<file path="src/include/gcm_pkg.sv">
// constants and carrier types for the group control word mapper
package gcm_pkg;
   localparam int IDX_W = 4;
   localparam int ADR_W = 8;
   // register byte addresses
   localparam logic [7:0] ADDR_CFG  = 8'h00;
   localparam logic [7:0] ADDR_CNT  = 8'h04;
   localparam logic [7:0] ADDR_SEL  = 8'h08;
   localparam logic [7:0] ADDR_TBL  = 8'h0C;
   // configuration fields and reset value
   localparam int CFG_RING_BIT = 0;
   localparam int CFG_RED_BIT  = 1;
   localparam int CFG_ACT_BIT  = 2;
   localparam int CFG_SIG_BIT  = 3;
   localparam logic [3:0] CFG_RST = 4'h8;
   // reduced profile keeps only these control bits
   localparam logic [15:0] RED_KEEP = 16'hFF22;
   // user part of the signal words
   localparam int SIG_USER_LSB = 12;
   // field bus control word positions
   localparam int CW_ACCEPT = 0;
   localparam int CW_OPSET  = 1;
   localparam int CW_ZERO   = 2;
   localparam int CW_ABSREL = 3;
   localparam int CW_IMMED  = 4;
   localparam int CW_CLRERR = 5;
   localparam int CW_JOG0   = 6;
   localparam int CW_JOG1   = 7;
   localparam int CW_OPM0   = 8;
   localparam int CW_OPM1   = 9;
   localparam int CW_SYNC   = 12;
   localparam int CW_HALT   = 13;
   localparam int CW_ENA    = 14;
   localparam int CW_ON     = 15;
   // signal control word positions
   localparam int SC_ACCEPT = 0;
   localparam int SC_ZERO   = 1;
   localparam int SC_ABSREL = 2;
   localparam int SC_IMMED  = 3;
   localparam int SC_CLRERR = 4;
   localparam int SC_JOG0   = 5;
   localparam int SC_JOG1   = 6;
   localparam int SC_PENTER = 7;
   localparam int SC_PEXIT  = 8;
   // master control word position of the sync toggle
   localparam int MC_SYNC   = 10;
   // field bus status word positions
   localparam int FS_OPACK  = 1;
   localparam int FS_INREF  = 2;
   localparam int FS_STILL  = 3;
   localparam int FS_REACH  = 4;
   localparam int FS_CHG    = 5;
   localparam int FS_PROC   = 7;
   localparam int FS_CMDACK = 10;
   // drive status word positions
   localparam int DS_PROC   = 3;
   localparam int DS_CHG    = 5;

   // control word leads each slave's command block
   typedef struct packed {
      logic             valid;
      logic [IDX_W-1:0] idx;
      logic [15:0]      ctrl;
      logic [15:0]      sig_ctrl;
      logic             sig_on;
      logic [31:0]      mcw;
      logic [31:0]      cmd;
   } gcm_up_t;

   typedef struct packed {
      logic             valid;
      logic [IDX_W-1:0] idx;
      logic [31:0]      mcw;
      logic [15:0]      scw;
      logic             scw_on;
      logic [31:0]      cmd;
   } gcm_dn_t;

   typedef struct packed {
      logic             valid;
      logic [IDX_W-1:0] idx;
      logic [31:0]      dsw;
      logic [15:0]      ssw;
      logic [31:0]      act;
   } gcm_gs_t;

   typedef struct packed {
      logic             valid;
      logic [IDX_W-1:0] idx;
      logic [15:0]      stat;
      logic [15:0]      sig_stat;
      logic             sig_on;
      logic [31:0]      act;
   } gcm_fs_t;
endpackage

</file>
<file path="src/gcm_ctrl_map.sv">
// control word split into master and signal control words
`timescale 1ns/1ps
`default_nettype none
module gcm_ctrl_map (
   input  wire logic [15:0] i_ctrl,
   input  wire logic [15:0] i_sig,
   input  wire logic        i_sig_on,
   input  wire logic [31:0] i_mcw,
   input  wire logic        i_ring,
   input  wire logic        i_reduced,
   input  wire logic        i_active,
   output logic      [31:0] o_mcw,
   output logic      [15:0] o_scw
);
   logic [15:0] cw;
   logic [15:0] usr;

   always_comb begin
      cw    = i_reduced ? (i_ctrl & gcm_pkg::RED_KEEP) : i_ctrl;
      usr   = i_sig_on ? i_sig : 16'h0000;
      o_mcw = 32'h0000_0000;
      o_scw = 16'h0000;
      if (i_ring) begin
         // ring links: no translation, signal word free
         o_mcw = i_mcw;
         o_scw = usr;
      end else begin
         o_scw[gcm_pkg::SC_ACCEPT] = cw[gcm_pkg::CW_ACCEPT];
         // level form: enter while set, exit while clear
         o_scw[gcm_pkg::SC_PENTER] = cw[gcm_pkg::CW_OPSET];
         o_scw[gcm_pkg::SC_PEXIT]  = ~cw[gcm_pkg::CW_OPSET];
         o_scw[gcm_pkg::SC_ZERO]   = cw[gcm_pkg::CW_ZERO];
         o_scw[gcm_pkg::SC_ABSREL] = cw[gcm_pkg::CW_ABSREL];
         o_scw[gcm_pkg::SC_IMMED]  = cw[gcm_pkg::CW_IMMED];
         o_scw[gcm_pkg::SC_JOG0]   = cw[gcm_pkg::CW_JOG0];
         o_scw[gcm_pkg::SC_JOG1]   = cw[gcm_pkg::CW_JOG1];
         o_scw[gcm_pkg::SC_CLRERR] = cw[gcm_pkg::CW_CLRERR];
         o_scw[15:gcm_pkg::SIG_USER_LSB] =
            usr[15:gcm_pkg::SIG_USER_LSB];
         o_mcw[gcm_pkg::CW_OPM1:gcm_pkg::CW_OPM0] =
            cw[gcm_pkg::CW_OPM1:gcm_pkg::CW_OPM0];
         o_mcw[gcm_pkg::MC_SYNC] = cw[gcm_pkg::CW_SYNC];
         o_mcw[gcm_pkg::CW_HALT] = cw[gcm_pkg::CW_HALT];
         o_mcw[gcm_pkg::CW_ENA]  = cw[gcm_pkg::CW_ENA] & i_active;
         o_mcw[gcm_pkg::CW_ON]   = cw[gcm_pkg::CW_ON];
         // bits 10 and 11 of the control word reach nothing
      end
   end
endmodule // gcm_ctrl_map
`default_nettype wire

</file>
<file path="src/gcm_stat_mem.sv">
// per-slave status word table with registered read
`timescale 1ns/1ps
`default_nettype none
module gcm_stat_mem #(
   parameter int W  = 16,
   parameter int AW = 4
) (
   input  wire logic          i_clk_sys,
   input  wire logic          i_reset,
   input  wire logic          i_we,
   input  wire logic [AW-1:0] i_waddr,
   input  wire logic [W-1:0]  i_wdata,
   input  wire logic [AW-1:0] i_raddr,
   output logic      [W-1:0]  o_rdata
);
   logic [W-1:0] mem [2**AW];
   logic [W-1:0] rdata_q;

   // table contents are not reset; unwritten entries are undefined
   always_ff @(posedge i_clk_sys) begin
      if (i_we) begin
         mem[i_waddr] <= i_wdata;
      end
   end

   always_ff @(posedge i_clk_sys) begin
      if (i_reset) begin
         rdata_q <= '0;
      end else begin
         rdata_q <= mem[i_raddr];
      end
   end

   assign o_rdata = rdata_q;
endmodule // gcm_stat_mem
`default_nettype wire

</file>
<file path="src/gcm_mapper.sv">
// group master control and status word mapper with register slave
//
// Register access over Wishbone and the register addresses were left to the implementer.
`timescale 1ns/1ps
`default_nettype none
module gcm_mapper #(
   parameter int NUM_SLAVES = 9
) (
   input  wire logic                    i_clk_sys,
   input  wire logic                    i_reset,
   input  wire logic                    i_wb_cyc,
   input  wire logic                    i_wb_stb,
   input  wire logic                    i_wb_we,
   input  wire logic [7:0]              i_wb_adr,
   input  wire logic [3:0]              i_wb_sel,
   input  wire logic [31:0]             i_wb_dat,
   output logic      [31:0]             o_wb_dat,
   output logic                         o_wb_ack,
   input  wire gcm_pkg::gcm_up_t        i_up,
   output gcm_pkg::gcm_dn_t             o_dn,
   input  wire gcm_pkg::gcm_gs_t        i_gs,
   output gcm_pkg::gcm_fs_t             o_fs
);
   localparam int IW = gcm_pkg::IDX_W;
   localparam logic [IW-1:0] LAST_IDX = IW'(NUM_SLAVES - 1);

   logic [3:0]        cfg_q;
   logic [3:0]        cfg_d;
   logic [IW-1:0]     sel_q;
   logic [IW-1:0]     sel_d;
   logic              ack_q;
   logic              ack_d;
   logic [31:0]       rdat_q;
   logic [31:0]       rdat_d;
   logic [15:0]       dn_cnt_q;
   logic [15:0]       dn_cnt_d;
   logic [15:0]       fs_cnt_q;
   logic [15:0]       fs_cnt_d;
   gcm_pkg::gcm_dn_t  dn_q;
   gcm_pkg::gcm_dn_t  dn_d;
   gcm_pkg::gcm_fs_t  fs_q;
   gcm_pkg::gcm_fs_t  fs_d;

   logic              ring;
   logic              reduced;
   logic              active;
   logic              sig_dflt;
   logic              wb_hit;
   logic              up_ok;
   logic              gs_ok;
   logic [31:0]       map_mcw;
   logic [15:0]       map_scw;
   logic [15:0]       built;
   logic [15:0]       tbl_rdata;

   // register slave

   assign ring     = cfg_q[gcm_pkg::CFG_RING_BIT];
   assign reduced  = cfg_q[gcm_pkg::CFG_RED_BIT];
   assign active   = cfg_q[gcm_pkg::CFG_ACT_BIT];
   assign sig_dflt = cfg_q[gcm_pkg::CFG_SIG_BIT];

   // one answer per request; ack drops the cycle after it was given
   assign wb_hit = i_wb_cyc & i_wb_stb & ~ack_q;

   always_comb begin
      cfg_d  = cfg_q;
      sel_d  = sel_q;
      ack_d  = wb_hit;
      rdat_d = 32'h0000_0000;
      if (wb_hit) begin
         case (i_wb_adr)
            gcm_pkg::ADDR_CFG: begin
               rdat_d[3:0] = cfg_q;
               if (i_wb_we && i_wb_sel[0]) begin
                  cfg_d = i_wb_dat[3:0];
               end
            end
            gcm_pkg::ADDR_CNT: begin
               rdat_d = {dn_cnt_q, fs_cnt_q};
            end
            gcm_pkg::ADDR_SEL: begin
               rdat_d[IW-1:0] = sel_q;
               if (i_wb_we && i_wb_sel[0]) begin
                  sel_d = i_wb_dat[IW-1:0];
               end
            end
            gcm_pkg::ADDR_TBL: begin
               // table word trails a select write by one cycle
               rdat_d[15:0] = tbl_rdata;
            end
            default: begin
               rdat_d = 32'h0000_0000;
            end
         endcase
      end
   end

   always_ff @(posedge i_clk_sys) begin
      if (i_reset) begin
         cfg_q  <= gcm_pkg::CFG_RST;
         sel_q  <= '0;
         ack_q  <= 1'b0;
         rdat_q <= 32'h0000_0000;
      end else begin
         cfg_q  <= cfg_d;
         sel_q  <= sel_d;
         ack_q  <= ack_d;
         rdat_q <= rdat_d;
      end
   end

   assign o_wb_ack = ack_q;
   assign o_wb_dat = rdat_q;

   // downstream: control word translation

   gcm_ctrl_map u_ctrl_map (
      .i_ctrl    (i_up.ctrl),
      .i_sig     (i_up.sig_ctrl),
      .i_sig_on  (i_up.sig_on),
      .i_mcw     (i_up.mcw),
      .i_ring    (ring),
      .i_reduced (reduced),
      .i_active  (active),
      .o_mcw     (map_mcw),
      .o_scw     (map_scw)
   );

   // out of range slave numbers are dropped silently
   assign up_ok = i_up.valid && (i_up.idx <= LAST_IDX);
   assign gs_ok = i_gs.valid && (i_gs.idx <= LAST_IDX);

   always_comb begin
      dn_d     = '0;
      dn_cnt_d = dn_cnt_q;
      if (up_ok) begin
         // same single-cycle path in every mode, no extra stage
         dn_d.valid  = 1'b1;
         dn_d.idx    = i_up.idx;
         dn_d.mcw    = map_mcw;
         dn_d.scw    = map_scw;
         dn_d.scw_on = sig_dflt;
         dn_d.cmd    = i_up.cmd;
         dn_cnt_d    = dn_cnt_q + 16'h0001;
      end
   end

   // upstream: status word assembly

   always_comb begin
      built = 16'h0000;
      if (ring) begin
         built = i_gs.dsw[15:0];
      end else begin
         built[gcm_pkg::FS_OPACK]  = i_gs.ssw[0];
         built[gcm_pkg::FS_INREF]  = i_gs.ssw[1];
         built[gcm_pkg::FS_STILL]  = i_gs.ssw[2];
         built[gcm_pkg::FS_REACH]  = i_gs.ssw[3];
         built[gcm_pkg::FS_CHG]    = i_gs.dsw[gcm_pkg::DS_CHG];
         built[gcm_pkg::FS_PROC]   = i_gs.dsw[gcm_pkg::DS_PROC];
         built[9:8]                = i_gs.dsw[9:8];
         built[gcm_pkg::FS_CMDACK] = i_gs.ssw[4];
         built[15:11]              = i_gs.dsw[15:11];
      end
   end

   always_comb begin
      fs_d     = '0;
      fs_cnt_d = fs_cnt_q;
      if (gs_ok) begin
         fs_d.valid  = 1'b1;
         fs_d.idx    = i_gs.idx;
         fs_d.stat   = built;
         fs_d.sig_on = sig_dflt;
         fs_d.act    = i_gs.act;
         if (ring) begin
            fs_d.sig_stat = i_gs.ssw;
         end else begin
            fs_d.sig_stat[15:gcm_pkg::SIG_USER_LSB] =
               i_gs.ssw[15:gcm_pkg::SIG_USER_LSB];
         end
         fs_cnt_d = fs_cnt_q + 16'h0001;
      end
   end

   always_ff @(posedge i_clk_sys) begin
      if (i_reset) begin
         dn_q     <= '0;
         fs_q     <= '0;
         dn_cnt_q <= 16'h0000;
         fs_cnt_q <= 16'h0000;
      end else begin
         dn_q     <= dn_d;
         fs_q     <= fs_d;
         dn_cnt_q <= dn_cnt_d;
         fs_cnt_q <= fs_cnt_d;
      end
   end

   assign o_dn = dn_q;
   assign o_fs = fs_q;

   // last status word of each slave, readable by software
   gcm_stat_mem #(
      .W  (16),
      .AW (IW)
   ) u_stat_mem (
      .i_clk_sys (i_clk_sys),
      .i_reset   (i_reset),
      .i_we      (gs_ok),
      .i_waddr   (i_gs.idx),
      .i_wdata   (built),
      .i_raddr   (sel_q),
      .o_rdata   (tbl_rdata)
   );

   logic fld_up;
   logic red_up;
   assign fld_up = up_ok && !ring && !reduced;
   assign red_up = up_ok && !ring && reduced;
endmodule // gcm_mapper
`default_nettype wire

</file>
<file path="config.mk">
export PLATFORM = sky130hd
export DESIGN_NAME = gcm_mapper
export DESIGN_NICKNAME = d
export VERILOG_FILES = /design/src/include/gcm_pkg.sv /design/src/gcm_ctrl_map.sv /design/src/gcm_stat_mem.sv /design/src/gcm_mapper.sv
export SDC_FILE = /design/constraint.sdc
export NUM_CORES = 1
export LEC_CHECK = 0
export ABC_CLOCK_PERIOD_IN_PS = 4100
export BUFFER_PORTS_ARGS = -buffer_cell sky130_fd_sc_hd__clkbuf_2
export CAP_MARGIN = 20
export CORE_UTILIZATION = 53
export CTS_CLUSTER_DIAMETER = 50
export CTS_CLUSTER_SIZE = 12
export DETAILED_ROUTE_END_ITERATION = 8
export PLACE_DENSITY_LB_ADDON = 0.12
export SLEW_MARGIN = 10
export SYNTH_ARGS = -nofsm -noshare
export SYNTH_HDL_FRONTEND = slang
export SYNTH_HIERARCHICAL = 1
export SYNTH_SLANG_ARGS = --single-unit
</file>
<file path="constraint.sdc">
create_clock -name i_clk_sys -period 4.1 [get_ports i_clk_sys]
set_input_delay 1.23 -clock i_clk_sys [delete_from_list [all_inputs] [get_ports i_clk_sys]]
set_output_delay 1.23 -clock i_clk_sys [all_outputs]
set_load 0.05 [all_outputs]
</file>
Word-level counts from Yosys, hierarchy flattened
Memories as Yosys holds them, arrays and structs flattened. A register that Yosys moved wholly into a read port is not among the register bits. Cells that the tools add are included.

Reduce and logical (&&, ||, !) cells: 14. Magnitude comparators: 2. Muxes and demuxes: 20. $add $sub $neg: 2. Bitwise gates (word level): 11. Eq/ne operators: 3.

Operators with widths (count): two-way mux 86 bit (1); two-way mux 70 bit (1); adder 16 x 1 -> 16 bit, second input constant (2); two-way mux 16 bit (2); case mux 12 bit (2 select lines) (1); equality test 8 x 4 -> 1 bit, second input constant (2); two-way mux 8 bit (2); case mux 4 bit (4 select lines) (1); two-way mux 12 bit (1); OR reduction 3 bit (4); two-way mux 3 bit (3); two-way mux 9 bit (1); equality test 8 x 3 -> 1 bit, second input constant (1); less-or-equal comparator 4 bit, second input constant (2); logical NOT 8 bit (1); two-way mux 4 bit (2); NOT 1 bit (8); AND reduction 3 bit (2); OR reduction 2 bit (3); two-way mux 1 bit (4); OR reduction 4 bit (1); AND 1 bit (3); logical AND 1 bit (3); two-way mux 2 bit (1).

RAM bits: 256. Logic and storage cells: 76. Memories: 1. Output and inout bits: 189. Bits in registers: 229.

Memory list: u_stat_mem.mem (words 16, bits a word 16, rd ports 1, clocked after Yosys merged registers in 1, wr ports 1, line gcm_stat_mem.sv:16) `logic [W-1:0] mem [2**AW];`.

Depth between registers and ports, before layout
Depth after elaboration: 4. Gate-level depth with buffers: 7. Mapped depth without buffers: 5.

Hierarchy
The synthesis kept the hierarchy.

Modules (own cells, without submodules): gcm_stat_mem (cells each 539, sequential area each 8007.7 µm², instances 1, area an instance 10418.7 µm²); gcm_mapper (cells each 638, sequential area each 4584.4 µm², instances 1, area an instance 7189.4 µm²); gcm_ctrl_map (cells each 59, sequential area each 0.0 µm², instances 1, area an instance 420.4 µm²).

Worst setup path after synthesis
Ideal clock, no wire load.

Path type: input port to flip-flop. Start: in i_gs[80] (netlist name). End: mem u_stat_mem.mem[0][0], enable pin. Setup time: 0.409 ns. Stages: 5. Path buffers: 0. Arrival time: 3.458 ns. Path slack: 0.233 ns. Cell sequence: o31ai_1 nand2_1 inv_1 or3b_2 nor3_1.

Word-level cells in the longest chain between the ends: 4.

RTL lines: start, declared (line gcm_mapper.sv:21) `input wire gcm_pkg::gcm_gs_t i_gs,`; less-or-equal comparator 4 bit (line gcm_mapper.sv:132) `assign gs_ok = i_gs.valid && (i_gs.idx <= LAST_IDX);`; logical AND 1 bit (line gcm_mapper.sv:132); via gs_ok (line gcm_mapper.sv:50) `logic gs_ok;`; two-way mux 1 bit (line gcm_stat_mem.sv:21) `if (i_we) begin`; two-way mux 1 bit (not written as such) (line gcm_stat_mem.sv:22) `mem[i_waddr] <= i_wdata;`; end, declared (line gcm_stat_mem.sv:16).

The timed path passes the listed nets, and every way through them passes these cells.

Worst setup path after layout
Start: in i_gs[81] (netlist name). End: mem u_stat_mem.mem[0][14], enable pin.

Same word-level chain as after synthesis.

==> summary.txt <==
Die
  • Die Span X: ~190 µm
  • Area of the die: 34,760 µm²
  • Die H: 186.4 µm
  • Number of ports placed on the die boundary: 425
  • Core Region: 33,530 µm²
  • Initial cell density of the core: approximately 54%
  • Core Rows: 67

STA
  • Number of hold-slack violations in the final timing report: 0
  • Slew @ Worst Pin: 1096 ps
  • Min Tclk post-route: 3011 ps
  • Crit share post-route: 73.43%
  • Max Clk Rate: about 0.33 GHz
  • Clock Skew: 12.73 ps
  • Setup repair after global routing missed its margin: false
  • Aggregate negative setup slack: 0 ps
  • Max Slew Vio Count: 0
  • Final count of negative-setup-slack endpoints: 0
  • Slew Limit Headroom: 26.80%

Global route
  • Total congestion overflow after global routing: 0
  • Initial antenna violation count: 0
  • Global-route wire length before repair: ~65,000 µm
  • Gr usage total: between 20% and 30%
  • Pin count of the biggest net entering global routing: 87
  • Vias in the first global route: between 10k and 15k

Place
  • HPWL after DPL: 29,080 µm
  • Post-placement cell count: 2,032
  • Final estimated routing congestion in global placement: 0.8349
  • I/O Buffers: 375
  • Area after detailed placement: 20,430 µm²

Cells and area
  • Commonest cells after routing, fill and taps aside: sky130_fd_sc_hd__clkbuf_2, sky130_fd_sc_hd__edfxtp_1, sky130_fd_sc_hd__dfxtp_1
  • Fillers: 2,515
  • Area growth syn-to-layout: 21.45%
  • Final std cells w/o fill: 2,116
  • Diodes inserted: 0
  • Final Cell Area: 21,900 µm²
  • Fraction of layout cells with a size suffix above 1: 32.13%
  • # nets final: around 1.9k
  • Most frequent standard cell in the layout excluding fill and tap cells: sky130_fd_sc_hd__clkbuf_2

Clocking
  • Post-CTS Setup Inserts: 0
  • Root buffer selected by CTS: sky130_fd_sc_hd__clkbuf_16
  • TritonCTS clock tree: yes
  • Buffers from clock root to sink, at most: 3
  • Number of sinks on the clock net: about 500
  • Clock Latency Late Sink: 570 ps
  • H-Tree Level Count: 2
  • Number of buffers inserted during clock tree synthesis: 49
  • Quantity of hold-fixing buffers added after cts: 0
  • Clk slew on worst S/H paths: 60 ps
  • Number of gates given a new drive strength after cts: 0

Yosys
  • Number of enable flip-flop cells after synthesis: around 260
  • Number of flip-flops and latches in the synthesized netlist: 501
  • Synth unique cells: 60
  • Post-synth ARST share: 0%
  • Summed instance area of the synthesized netlist: 18,030 µm²
  • Portion of the post-synthesis area used by sequential elements: 69.85%
  • Warnings from Yosys: 6
  • Syn_nets: around 1.5k
  • Primary FF master, synth: sky130_fd_sc_hd__edfxtp_1
  • Mean cell area of the mapped netlist: 14.59 µm²
  • Synthesized instance count: 1,236

Detailed routing
  • Total routed wirelength: 42,500 µm
  • Via count: approximately 11k
  • Detailed router's first-iteration violation count: roughly 900
  • Via density per instance: 5.353
  • Post-DRT Antenna Nets: 0
  • Iteration count of the initial detailed-routing pass: 5
  • Detail-routed net length per standard cell: 20.08 µm
  • Post-route DRC: 0

Worst setup path
  • Req. time, crit path: 4340 ps
  • Arrival @ worst endpoint: 3250 ps
  • Startpoint class of the critical path: primary input
  • Kind of capture point of the worst setup path: flop
  • Reg-to-reg setup timing slack: 1550 ps
  • Worst Setup Path Type: primary input to flop
  • Highest net fanout along the worst path: 16

Hold path
  • Min-Delay Path Class: flop to flop

Pwr
  • P_leak: 8.431 nW
  • Power consumption: 9.946 mW
  • Maximum vdd ir drop: 385.6 µV
  • Power density normalized to cell area: ~450 nW/µm²

Outcome
  • Result of the run: finished, final reports clean

Job
  • Reported max-cap violation count: 0
## path summary, 6_finish.rpt
kind	startpoint	to	cells after the start
hold reg to reg	dn_cnt_q[15]	o_wb_dat[31]	1
setup / recovery	i_gs[81]	u_stat_mem/mem[0][14]	8
hold / removal	dn_cnt_q[15]	o_wb_dat[31]	1
setup reg to reg	sel_q[1]	u_stat_mem/o_rdata[0]	6
## metrics by stage
| step | hold slack [ps] | setup WS, ps | utilization (%) |
|---|---|---|---|
| 3_5_place_dp | 471.5 | 580.1 | 60.93 |
| 3_3_place_gp | 461.9 | 589.6 | 60.93 |
| 6_report | 481.1 | 1089 | 65.30 |
| 2_1_floorplan | 440.3 | 232.8 | - |
| 5_1_grt | 513.9 | 1025 | 65.30 |
| 4_1_cts | 483.5 | 1154 | 65.30 |
## report_power, final
group	switching [mW]	internal (mW)
clock network	1.77	2.38
registers	0.0240	5.33
logic	0.296	0.148
total	2.09	7.86
## critical path, cell delays in order
cell and delay, ps:
sky130_fd_sc_hd__clkbuf_2 190, sky130_fd_sc_hd__o31ai_1 290, sky130_fd_sc_hd__buf_4 190, sky130_fd_sc_hd__nand2_1 200
sky130_fd_sc_hd__inv_1 190, sky130_fd_sc_hd__or3b_2 530, sky130_fd_sc_hd__nor3_2 120, sky130_fd_sc_hd__buf_4 300
## Yosys cell counts, types with 5 or more instances
library cell	instances	area share, %
sky130_fd_sc_hd__a21oi_1	27	0.75
sky130_fd_sc_hd__a22o_1	5	0.24
sky130_fd_sc_hd__a22oi_1	20	0.83
sky130_fd_sc_hd__a311oi_1	12	0.58
sky130_fd_sc_hd__and2_1	187	6.5
sky130_fd_sc_hd__and2_2	5	0.21
sky130_fd_sc_hd__and3_1	13	0.45
sky130_fd_sc_hd__buf_6	9	0.56
sky130_fd_sc_hd__clkbuf_1	39	0.81
sky130_fd_sc_hd__dfxtp_1	245	27
sky130_fd_sc_hd__edfxtp_1	256	43
sky130_fd_sc_hd__inv_1	6	0.12
sky130_fd_sc_hd__mux2_2	14	0.87
sky130_fd_sc_hd__mux2i_1	83	4.6
sky130_fd_sc_hd__mux4_1	10	1.5
sky130_fd_sc_hd__mux4_2	26	3.2
sky130_fd_sc_hd__nand2_1	54	1.1
sky130_fd_sc_hd__nand3_1	22	0.61
sky130_fd_sc_hd__nand4_1	14	0.49
sky130_fd_sc_hd__nor2_1	62	1.3
sky130_fd_sc_hd__nor2b_1	8	0.28
sky130_fd_sc_hd__nor3_1	9	0.25
sky130_fd_sc_hd__nor3b_1	5	0.21
sky130_fd_sc_hd__o2111ai_1	12	0.58
sky130_fd_sc_hd__o21ai_0	7	0.19
sky130_fd_sc_hd__or3_1	8	0.28
sky130_fd_sc_hd__xnor2_1	11	0.53
sky130_fd_sc_hd__xor2_1	7	0.34
## layout make-up
cell class	count	area, µm²	share of cell area [%]
clock buffers	80	1436	6.560
repair buffers	409	2145	9.794
well taps	448	560.5	2.560
flip-flops and latches	501	12600	57.53
multi-input cells	668	5106	23.32
clock inverters	4	28.78	0.1314
inverters	6	22.52	0.1029
## cells by family (layout without fill, tap and decap cells)
kind of cell | after synthesis | in the layout | synth area share (%)
flops | 501 | 501 | 69.85
compound gates | 99 | 99 | 3.935
simple gates | 416 | 416 | 12.98
mux | 133 | 133 | 10.19
buf+inv | 67 | 499 | 2.040
xor+xnor | 18 | 18 | 0.8744
fa+ha+maj | 2 | 2 | 0.1388
## routing by layer
layer | global-route usage [%] | wire, µm
met3 | 5.793 | 3171
met1 | 31.02 | 17430
met5 | 0 | 0
met2 | 41.23 | 21060
met4 | 6.993 | 838
## registers in the layout, summed over array words and instances, names as in the netlist
signal	flops
u_stat_mem/mem	256
o_dn	86
o_fs	70
o_wb_dat	32
dn_cnt_q	16
fs_cnt_q	16
u_stat_mem/o_rdata	16
cfg_q	4
sel_q	4
o_wb_ack	1
Power figures use the tool's default switching activity.
